===== config.mk =====
export PLATFORM = sky130hd
export DESIGN_NAME = sfrx_top
export DESIGN_NICKNAME = d
export VERILOG_FILES = /design/src/design/sfrx_pkg.sv /design/src/design/sfrx_top.sv
export SDC_FILE = /design/constraint.sdc
export NUM_CORES = 1
export LEC_CHECK = 0
export BUFFER_PORTS_ARGS = -buffer_cell sky130_fd_sc_hd__clkbuf_2
export CAP_MARGIN = 40
export CORE_MARGIN = 2
export CORE_UTILIZATION = 25
export CTS_CLUSTER_DIAMETER = 40
export DETAILED_ROUTE_END_ITERATION = 10
export MAX_ROUTING_LAYER = met4
export PLACE_DENSITY = 0.39
export SLEW_MARGIN = 20
export SYNTH_ARGS = -nofsm -noshare
export SYNTH_HDL_FRONTEND = slang
export SYNTH_SLANG_ARGS = --single-unit

===== constraint.sdc =====
create_clock -name clk_sys -period 2.1 [get_ports clk_sys]
set_input_delay 0.315 -clock clk_sys [delete_from_list [all_inputs] [get_ports clk_sys]]
set_output_delay 0.315 -clock clk_sys [all_outputs]
set_load 0.02 [all_outputs]

===== src/design/sfrx_pkg.sv =====
// Purpose: constants and types for the register area select, page and write guard block
// Assumes: 8-bit register port from the cpu core, one clock
// Notes: page register and guard addresses are fixed here
package sfrx_pkg;
  localparam logic [7:0] SFRX_AREA_ADDR = 8'h8f;
  localparam logic [7:0] SFRX_PG_PORT_ADDR = 8'hb2;
  localparam logic [7:0] SFRX_PG_ADC_ADDR = 8'hd1;
  localparam logic [7:0] SFRX_PG_CC_ADDR = 8'ha3;
  localparam logic [7:0] SFRX_PG_SCU_ADDR = 8'hbf;
  localparam logic [7:0] SFRX_GUARD_ADDR = 8'hbb;
  localparam logic [7:0] SFRX_PROT_ADDR = 8'hb7;
  localparam logic [7:0] SFRX_AREA_RST = 8'h04;
  localparam logic [7:0] SFRX_PROT_RST = 8'h00;
  localparam logic [1:0] SFRX_MODE_RST = 2'h3;
  localparam logic [1:0] SFRX_MODE_ON = 2'h3;
  localparam logic [1:0] SFRX_MODE_OFF = 2'h0;
  localparam int SFRX_MAP_BIT = 0;
  localparam int SFRX_KEEP_BIT = 2;
  localparam int SFRX_PAGE_LSB = 0;
  localparam int SFRX_SLOT_LSB = 4;
  localparam int SFRX_ACT_LSB = 6;
  localparam int SFRX_PASS_LSB = 3;
  localparam int SFRX_PSTAT_BIT = 2;
  localparam logic [4:0] SFRX_PASS_MODE = 5'h18;
  localparam logic [4:0] SFRX_PASS_OPEN = 5'h13;
  localparam logic [4:0] SFRX_PASS_CLOSE = 5'h15;
  localparam int SFRX_WINDOW_CPU_CLOCK = 32;
  localparam logic [4:0] SFRX_WIN_LAST = 5'(SFRX_WINDOW_CPU_CLOCK - 1);
  localparam int SFRX_NMOD = 4;

  typedef enum logic [1:0] {
    SFRX_ACT_MAN0 = 2'b00,
    SFRX_ACT_MAN1 = 2'b01,
    SFRX_ACT_SAVE = 2'b10,
    SFRX_ACT_REST = 2'b11
  } sfrx_act_e;

  typedef struct packed {
    logic [3:0][2:0] slot;
    logic [2:0] page;
  } sfrx_page_s;

  typedef struct packed {
    logic sel;
    logic wr;
    logic rd;
    logic [7:0] addr;
    logic [7:0] wdata;
  } sfrx_req_s;
endpackage


===== src/design/sfrx_top.sv =====
// Purpose: register area select, per-module page registers with save/restore, write guard
// Assumes: cpu core register port on clk_sys, single cycle write and read strobes
// Notes: read data is registered and valid one cycle after the read strobe
`timescale 1ns/1ps
`default_nettype none
module sfrx_top
  import sfrx_pkg::*;
(
  input wire logic clk_sys, // system clock
  input wire logic rstn, // async reset, active low
  input wire logic cpu_wr, // register write strobe
  input wire logic cpu_rd, // register read strobe
  input wire logic [7:0] cpu_addr, // register address 80..ff
  input wire logic [7:0] cpu_wdata, // write data
  output logic [7:0] cpu_rdata, // read data, registered
  output logic cpu_rvalid, // read data valid pulse
  output logic cpu_rhit, // read hit one of our registers
  output logic map_select_bit, // current area, 1 = mapped
  output logic [SFRX_NMOD-1:0][2:0] page_active, // active page per module
  output logic [3:0] clock_divider_setting, // guarded
  output logic watchdog_enable_bit, // guarded
  output logic power_down_request, // guarded
  output logic slow_down_request, // guarded
  output logic guard_blocked // 1 while protected writes are blocked
);

  function automatic sfrx_page_s page_next(sfrx_page_s cur, logic [7:0] w);
    sfrx_page_s nx;
    logic [1:0] sn;
    nx = cur;
    sn = w[SFRX_SLOT_LSB +: 2];
    case (sfrx_act_e'(w[SFRX_ACT_LSB +: 2]))
      SFRX_ACT_SAVE: begin
        nx.slot[sn] = cur.page;
        nx.page = w[SFRX_PAGE_LSB +: 3];
      end
      SFRX_ACT_REST: begin
        nx.page = cur.slot[sn];
      end
      default: begin
        nx.page = w[SFRX_PAGE_LSB +: 3];
      end
    endcase
    return nx;
  endfunction

  function automatic logic [7:0] page_addr(int i);
    logic [7:0] a;
    a = SFRX_PG_SCU_ADDR;
    if (i == 0) begin
      a = SFRX_PG_PORT_ADDR;
    end else if (i == 1) begin
      a = SFRX_PG_ADC_ADDR;
    end else if (i == 2) begin
      a = SFRX_PG_CC_ADDR;
    end
    return a;
  endfunction

  sfrx_req_s req;
  logic [7:0] area_q, area_d;
  sfrx_page_s [SFRX_NMOD-1:0] pg_q, pg_d;
  logic [1:0] mode_q, mode_d;
  logic open_q, open_d;
  logic [4:0] cnt_q, cnt_d;
  logic [7:0] prot_q, prot_d;
  logic [7:0] rdata_q, rdata_d;
  logic rvalid_q, rvalid_d;
  logic rhit_q, rhit_d;
  logic [4:0] pass;
  logic guard_wr, writable;

  assign req = '{sel: cpu_wr | cpu_rd, wr: cpu_wr, rd: cpu_rd, addr: cpu_addr,
                 wdata: cpu_wdata};
  assign pass = req.wdata[SFRX_PASS_LSB +: 5];
  assign guard_wr = req.wr && (req.addr == SFRX_GUARD_ADDR);
  // scheme disabled counts as permanently open
  assign writable = open_q || (mode_q == SFRX_MODE_OFF);

  // area register
  always_comb begin
    area_d = area_q;
    if (req.wr && req.addr == SFRX_AREA_ADDR) begin
      area_d = 8'h00;
      area_d[SFRX_MAP_BIT] = req.wdata[SFRX_MAP_BIT];
      area_d[SFRX_KEEP_BIT] = req.wdata[SFRX_KEEP_BIT];
    end
  end

  always_ff @(posedge clk_sys or negedge rstn) begin
    if (!rstn) begin
      area_q <= SFRX_AREA_RST;
    end else begin
      area_q <= area_d;
    end
  end

  // page registers, one per paged module, all in the standard area
  always_comb begin
    pg_d = pg_q;
    for (int i = 0; i < SFRX_NMOD; i++) begin
      if (req.wr && !area_q[SFRX_MAP_BIT] && req.addr == page_addr(i)) begin
        pg_d[i] = page_next(pg_q[i], req.wdata);
      end
    end
  end

  always_ff @(posedge clk_sys or negedge rstn) begin
    if (!rstn) begin
      pg_q <= '0;
    end else begin
      pg_q <= pg_d;
    end
  end

  // write guard
  always_comb begin
    mode_d = mode_q;
    open_d = open_q;
    cnt_d = cnt_q;
    if (open_q) begin
      if (cnt_q == SFRX_WIN_LAST) begin
        open_d = 1'b0;
        cnt_d = 5'h00;
      end else begin
        cnt_d = cnt_q + 5'h01;
      end
    end
    if (guard_wr) begin
      if (pass == SFRX_PASS_MODE) begin
        mode_d = req.wdata[1:0];
      end else if (pass == SFRX_PASS_OPEN && mode_q == SFRX_MODE_ON) begin
        open_d = 1'b1;
        cnt_d = 5'h00;
      end else if (pass == SFRX_PASS_CLOSE) begin
        open_d = 1'b0;
        cnt_d = 5'h00;
      end
    end
  end

  always_ff @(posedge clk_sys or negedge rstn) begin
    if (!rstn) begin
      mode_q <= SFRX_MODE_RST;
      open_q <= 1'b0;
      cnt_q <= 5'h00;
    end else begin
      mode_q <= mode_d;
      open_q <= open_d;
      cnt_q <= cnt_d;
    end
  end

  // protected control bits
  always_comb begin
    prot_d = prot_q;
    if (req.wr && req.addr == SFRX_PROT_ADDR && writable) begin
      prot_d = {1'b0, req.wdata[6:0]};
    end
  end

  always_ff @(posedge clk_sys or negedge rstn) begin
    if (!rstn) begin
      prot_q <= SFRX_PROT_RST;
    end else begin
      prot_q <= prot_d;
    end
  end

  // read path
  always_comb begin
    rdata_d = 8'h00;
    rhit_d = 1'b0;
    rvalid_d = req.rd;
    if (req.rd) begin
      if (req.addr == SFRX_AREA_ADDR) begin
        rdata_d = area_q;
        rhit_d = 1'b1;
      end else if (req.addr == SFRX_GUARD_ADDR) begin
        rdata_d = {5'h00, !writable, mode_q};
        rhit_d = 1'b1;
      end else if (req.addr == SFRX_PROT_ADDR) begin
        rdata_d = prot_q;
        rhit_d = 1'b1;
      end else if (!area_q[SFRX_MAP_BIT]) begin
        for (int i = 0; i < SFRX_NMOD; i++) begin
          if (req.addr == page_addr(i)) begin
            rdata_d = {5'h00, pg_q[i].page};
            rhit_d = 1'b1;
          end
        end
      end
    end
  end

  always_ff @(posedge clk_sys or negedge rstn) begin
    if (!rstn) begin
      rdata_q <= 8'h00;
      rvalid_q <= 1'b0;
      rhit_q <= 1'b0;
    end else begin
      rdata_q <= rdata_d;
      rvalid_q <= rvalid_d;
      rhit_q <= rhit_d;
    end
  end

  assign cpu_rdata = rdata_q;
  assign cpu_rvalid = rvalid_q;
  assign cpu_rhit = rhit_q;
  assign map_select_bit = area_q[SFRX_MAP_BIT];
  assign clock_divider_setting = prot_q[3:0];
  assign watchdog_enable_bit = prot_q[4];
  assign power_down_request = prot_q[5];
  assign slow_down_request = prot_q[6];
  assign guard_blocked = !writable;

  always_comb begin
    for (int i = 0; i < SFRX_NMOD; i++) begin
      page_active[i] = pg_q[i].page;
    end
  end

  // checks
  // age counts cycles since the last accepted opening password, apart from the guard's
  // own counter; it stops one past the window so a late close is still caught
  logic [5:0] open_run_q, open_run_d;
  logic [5:0] open_age_q, open_age_d;
  logic open_key;
  assign open_key = guard_wr && pass == SFRX_PASS_OPEN && mode_q == SFRX_MODE_ON;

  always_comb begin
    open_run_d = 6'h00;
    if (open_d && !(guard_wr && pass == SFRX_PASS_OPEN)) begin
      open_run_d = open_run_q + 6'h01;
    end
    open_age_d = open_age_q;
    if (open_key) begin
      open_age_d = 6'h01;
    end else if (guard_wr && pass == SFRX_PASS_CLOSE) begin
      open_age_d = 6'h00;
    end else if (open_age_q != 6'h00 && open_age_q != 6'(SFRX_WINDOW_CPU_CLOCK + 1)) begin
      open_age_d = open_age_q + 6'h01;
    end
  end

  always_ff @(posedge clk_sys or negedge rstn) begin
    if (!rstn) begin
      open_run_q <= 6'h00;
      open_age_q <= 6'h00;
    end else begin
      open_run_q <= open_run_d;
      open_age_q <= open_age_d;
    end
  end
endmodule
`default_nettype wire


Word level (Yosys, flattened, before mapping)
Cells that the tools add are included.
Word-level totals
  register bits: 87
  latch bits: 0
  memory bits (writable): 0
  memory bits (read-only): 0
  output and inout bits: 31
  word-level logic and storage cells: 131
  memories kept: 0
Cells by class
  add/sub/neg operators: 1
  multipliers: 0
  divide/modulo/power cells: 0
  order comparisons: 2
  eq/ne operators: 17
  shifts and indexed selects: 0
  muxes and demuxes: 63
  bitwise operators: 0
  reductions and logical operators: 20
Operators with widths (number)
  $mux W8: 23
  $eq A8 B8 Y1 const B: 7
  $bwmux W12: 4
  $mux W3: 10
  $mux W5: 6
  $bmux W3 S2: 4
  $eq A8 B8 Y1: 3
  $eq A5 B5 Y1 const B: 4
  $mux W1: 15
  $logic_and A1 B1 Y1: 11
  $reduce_and A2 Y1: 5
  $demux W3 S2: 1
  $eq A2 B2 Y1 const B: 3
  $add A5 B1 Y5 const B: 1
  $lt A2 B3 Y1 const B: 1
  $ge A2 B1 Y1 const B: 1
  $logic_not A1 Y1: 2
  $logic_not A2 Y1: 1
  $logic_or A1 B1 Y1: 1

Logic depth before layout (Yosys ltp)
  word-level depth: 15
  mapped depth: 7
  mapped depth without buffers: 7

Least setup slack after synthesis
No wires, ideal clock.
  path type: in2reg
  start point: input cpu_addr[2]
  end point: register pg_q[27] in the netlist's numbering
  setup time: 125 ps
  arrival: 1705 ps
  required time: 1975 ps
  path slack: 270 ps
  stages: 7
  cell sequence: buf_6 or2_4 nor4_4 and2_1 buf_6 and2b_4 mux2_4
Between the ends
  word-level cells in the longest chain between the ends: 3
Ends and longest elaborated chain
  start, declared: RTL line sfrx_top.sv:13  | input wire logic [7:0] cpu_addr,
  $eq A8 B8 Y1: RTL line sfrx_top.sv:102  | if (req.wr && !area_q[SFRX_MAP_BIT] && req.addr == page_addr(i)) begin
  $logic_and A1 B1 Y1: RTL line sfrx_top.sv:102
  $reduce_and A2 Y1 (no source line)
  end signal, assigned: RTL line sfrx_top.sv:112  | pg_q <= pg_d;
  end, declared: RTL line sfrx_top.sv:62  | sfrx_page_s [SFRX_NMOD-1:0] pg_q, pg_d;
Every way passes these cells.
A chain may end at the register's enable or synchronous reset.

Final worst setup path
  start point: register mode_q[1]
  end point: output guard_blocked
Between the ends
  word-level cells in the longest chain between the ends: 3
Ends and longest elaborated chain
  start, declared: RTL line sfrx_top.sv:63  | logic [1:0] mode_q, mode_d;
  start signal, assigned: RTL line sfrx_top.sv:148  | mode_q <= mode_d;
  $logic_not A2 Y1: RTL line sfrx_top.sv:78  | assign writable = open_q || (mode_q == SFRX_MODE_OFF);
  $logic_or A1 B1 Y1: RTL line sfrx_top.sv:78
  $logic_not A1 Y1: RTL line sfrx_top.sv:216  | assign guard_blocked = !writable;
  end, declared: RTL line sfrx_top.sv:24  | output logic guard_blocked
Every way passes these cells.

==> summary.md <==
| Metric | Value |
|---|---|
| Netlist cell types | `59` |
| Clock Sinks | `86` |
| Vias per inst | `4.68` |
| Synth Register Bits | `86` |
| CTS Root Buffer Type | `clkbuf_16` |
| ANT nets after route | `0` |
| Final-report hold violation count | `0` |
| Mean Syn Cell Area | `12.9 sq um` |
| Clock Pin Slew Worst Setup and Hold Paths | `60 ps` |
| Chip width | `138 um` |
| Final nets | `435` |
| Cells after synthesis | `350` |
| Sum Neg Setup Slack | `0 ps` |
| I/O Pins | `51` |
| Crit path DAT | `1540 ps` |
| Final wirelength | `11,700 um` |
| TritonCTS Buffers | `9` |
| Ys async rst share | `100%` |
| Vias | `3,027` |
| Status | `finished clean` |
| Crit end category | `output pin` |
| Syn. warnings | `0` |
| Worst hold slack | `143 ps` |
| Global Route Usage Sum | `13.2%` |
| Max-cap check violation count | `0` |
| Post-synth top flop | `dfrtp_1` |
| Hold crit path type | `primary input to flip-flop` |
| Mapped Area | `0.00452 sq mm` |
| Area share of the largest cell type after synthesis | `46.0%` |
| Worst-path fanout max | `5` |
| Chip height | `138 um` |
| Full die area | `0.0192 sq mm` |
| Largest net degree at the start of global routing | `35` |
| Pre-antenna DRT Iters | `4` |
| Number of setup buffers added after CTS | `0` |
| Layout cells sized above 1 | `45.0%` |
| Clk_lat worst skew | `340 ps` |
| DRC viols | `0` |
| LEAKAGE | `0.00281 uW` |
| Core ar. | `0.0178 sq mm` |
| RSZ-0062 raised after global routing | `no` |
| Initial antenna violation count | `0` |
| Startpoint class of the critical path | `flip-flop` |
| Setup violations, final | `0` |
| Top cells by area, synth | `dfrtp_1 (46%), mux2_4 (11%), mux2_2 (6.0%)` |
| Slew Limit Fails | `0` |
| Syn_nets | `372` |
| Site row count | `49` |
| Wire per inst | `18.0 um` |
| Peak VDD IR | `373 uV` |
| Max H-tree Level | `3` |
| Max Clk Rate | `540 MHz` |
| Starting density of the core | `25.3%` |
| Leading area contributor after synthesis | `dfrtp_1` |
| Fill cells | `1,821` |
| Post-synth EDFFs | `0` |
| Most frequent cells in the layout | `dfrtp_1 (83), clkbuf_2 (48), mux2_4 (33)` |
| Gr ovfl total | `0` |
| GP Congestion | `0.816` |
| Clock buffer depth | `2` |
| Min Clock Period, post-route | `1850 ps` |
| CTS tree | `yes` |
| Post-CTS Hold Fix Bufs | `1` |
| Critical Path RT | `1780 ps` |
| Post-synthesis sequential area ratio | `47.7%` |
| Period utilization | `88.2%` |
| Drt first-iter violations | `93` |
| Most common cell after layout, fill and taps aside | `dfrtp_1` |
| PostCTS Resize Cnt | `0` |
| First-pass GRT wire length | `19,100 um` |
| Area Overhead vs Synth | `20.2%` |
| DP HPWL | `8690 um` |
| Crit Path Category | `flip-flop to output pin` |
| Vias in the first global route | `3,275` |
| Number of buffers added on ports | `49` |
| Pwr/cell area | `680 mW/mm^2` |
| ANT cells | `0` |
| Clock skew | `6.61 ps` |
## worst max-delay path, cell delays in order, from the launching register on
cell	delay [ps]
dfstp_2	580
nor2_1	50
or2_2	320
inv_1	80
clkbuf_2	160
## synthesized netlist by cell type, types with 2 or more instances
| cell | number |
|---|---|
| a211o_1 | 2 |
| a21o_1 | 6 |
| a21oi_1 | 16 |
| a22oi_1 | 3 |
| a31oi_1 | 9 |
| and2_1 | 8 |
| and2_4 | 2 |
| and3_1 | 8 |
| buf_1 | 3 |
| buf_2 | 3 |
| buf_4 | 14 |
| buf_6 | 3 |
| dfrtp_1 | 83 |
| dfstp_2 | 3 |
| ha_1 | 2 |
| inv_1 | 5 |
| mux2_1 | 3 |
| mux2_2 | 24 |
| mux2_4 | 33 |
| mux2i_1 | 2 |
| mux4_2 | 12 |
| nand2_1 | 11 |
| nand2_2 | 2 |
| nand2_4 | 9 |
| nand3_1 | 18 |
| nand4_1 | 2 |
| nand4b_1 | 2 |
| nor2_1 | 18 |
| nor2_2 | 2 |
| nor2b_1 | 5 |
| nor3_1 | 2 |
| nor3_4 | 2 |
| o21ai_0 | 7 |
## logic make-up (layout without fill, tap and decap cells)
family | after synthesis | after routing | share of synthesized area, %
flip-flops | 86 | 86 | 47.7
adder cells (fa/ha/maj) | 2 | 2 | 0.554
multiplexers | 74 | 74 | 24.1
other | 1 | 1 | 0.0830
AND/OR/NAND/NOR | 106 | 106 | 16.0
buffers and inverters | 29 | 97 | 4.15
AO/OA/AOI/OAI | 52 | 52 | 7.39
## stage by stage
stage                     total power [uW]  util (%)  instances  cell area (sq um)  worst slack, ps
after floorplan                       1900         -        350               4520              270
after global placement                2040      28.6        630               5100              122
after detailed placement              2040      28.6        630               5100              124
after CTS                             3750      30.4        647               5430              229
after global routing                  3860      30.4        647               5430              163
final                                 3690      30.4        647               5430              248
## path summary, 6_finish.rpt
kind | startpoint | endpoint | slack [ps] | cells after the start
worst min register to register | pg_q[54] | pg_q[54] | 500 | 1
worst max register to register | mode_q[1] | prot_q[0] | 380 | 6
min in group asynchronous | rstn | pg_q[7] | 480 | 2
worst min-delay path | cpu_rd | cpu_rvalid | 140 | 1
max in group asynchronous | rstn | pg_q[28] | 980 | 3
worst max-delay path | mode_q[1] | guard_blocked | 250 | 4
## state kept, by name (all words and copies together) (netlist names)
name and cells:
prot_q 7, cpu_rhit 1, cpu_rdata 7, mode_q 2, cnt_q 5, cpu_rvalid 1
area_q 2, pg_q 48, open_q 1, page_active 12
## layout make-up
class	instances	area [sq um]	share of cell area (%)
inverter	5	18.8	0.346
clock buffer	10	229	4.22
tap	229	287	5.28
timing repair buffer	76	478	8.80
clock inverter	6	86.3	1.59
sequential	86	2160	39.7
multi-input combinational	235	2170	40.1
## power by group
group | switching (uW) | internal (uW)
Clock | 647 | 1040
Sequential | 43.6 | 1680
Combinational | 183 | 97.6
Total | 874 | 2820
## routing by layer
layer	GRT usage (%)	vias up	wire length, um
met2	20.1	56	5440
met5	-	-	0
met1	17.7	1560	5620
met4	3.97	0	163
met3	3.15	12	421
li1	-	1399	-
No activity file was read; power rests on OpenSTA's default activity.
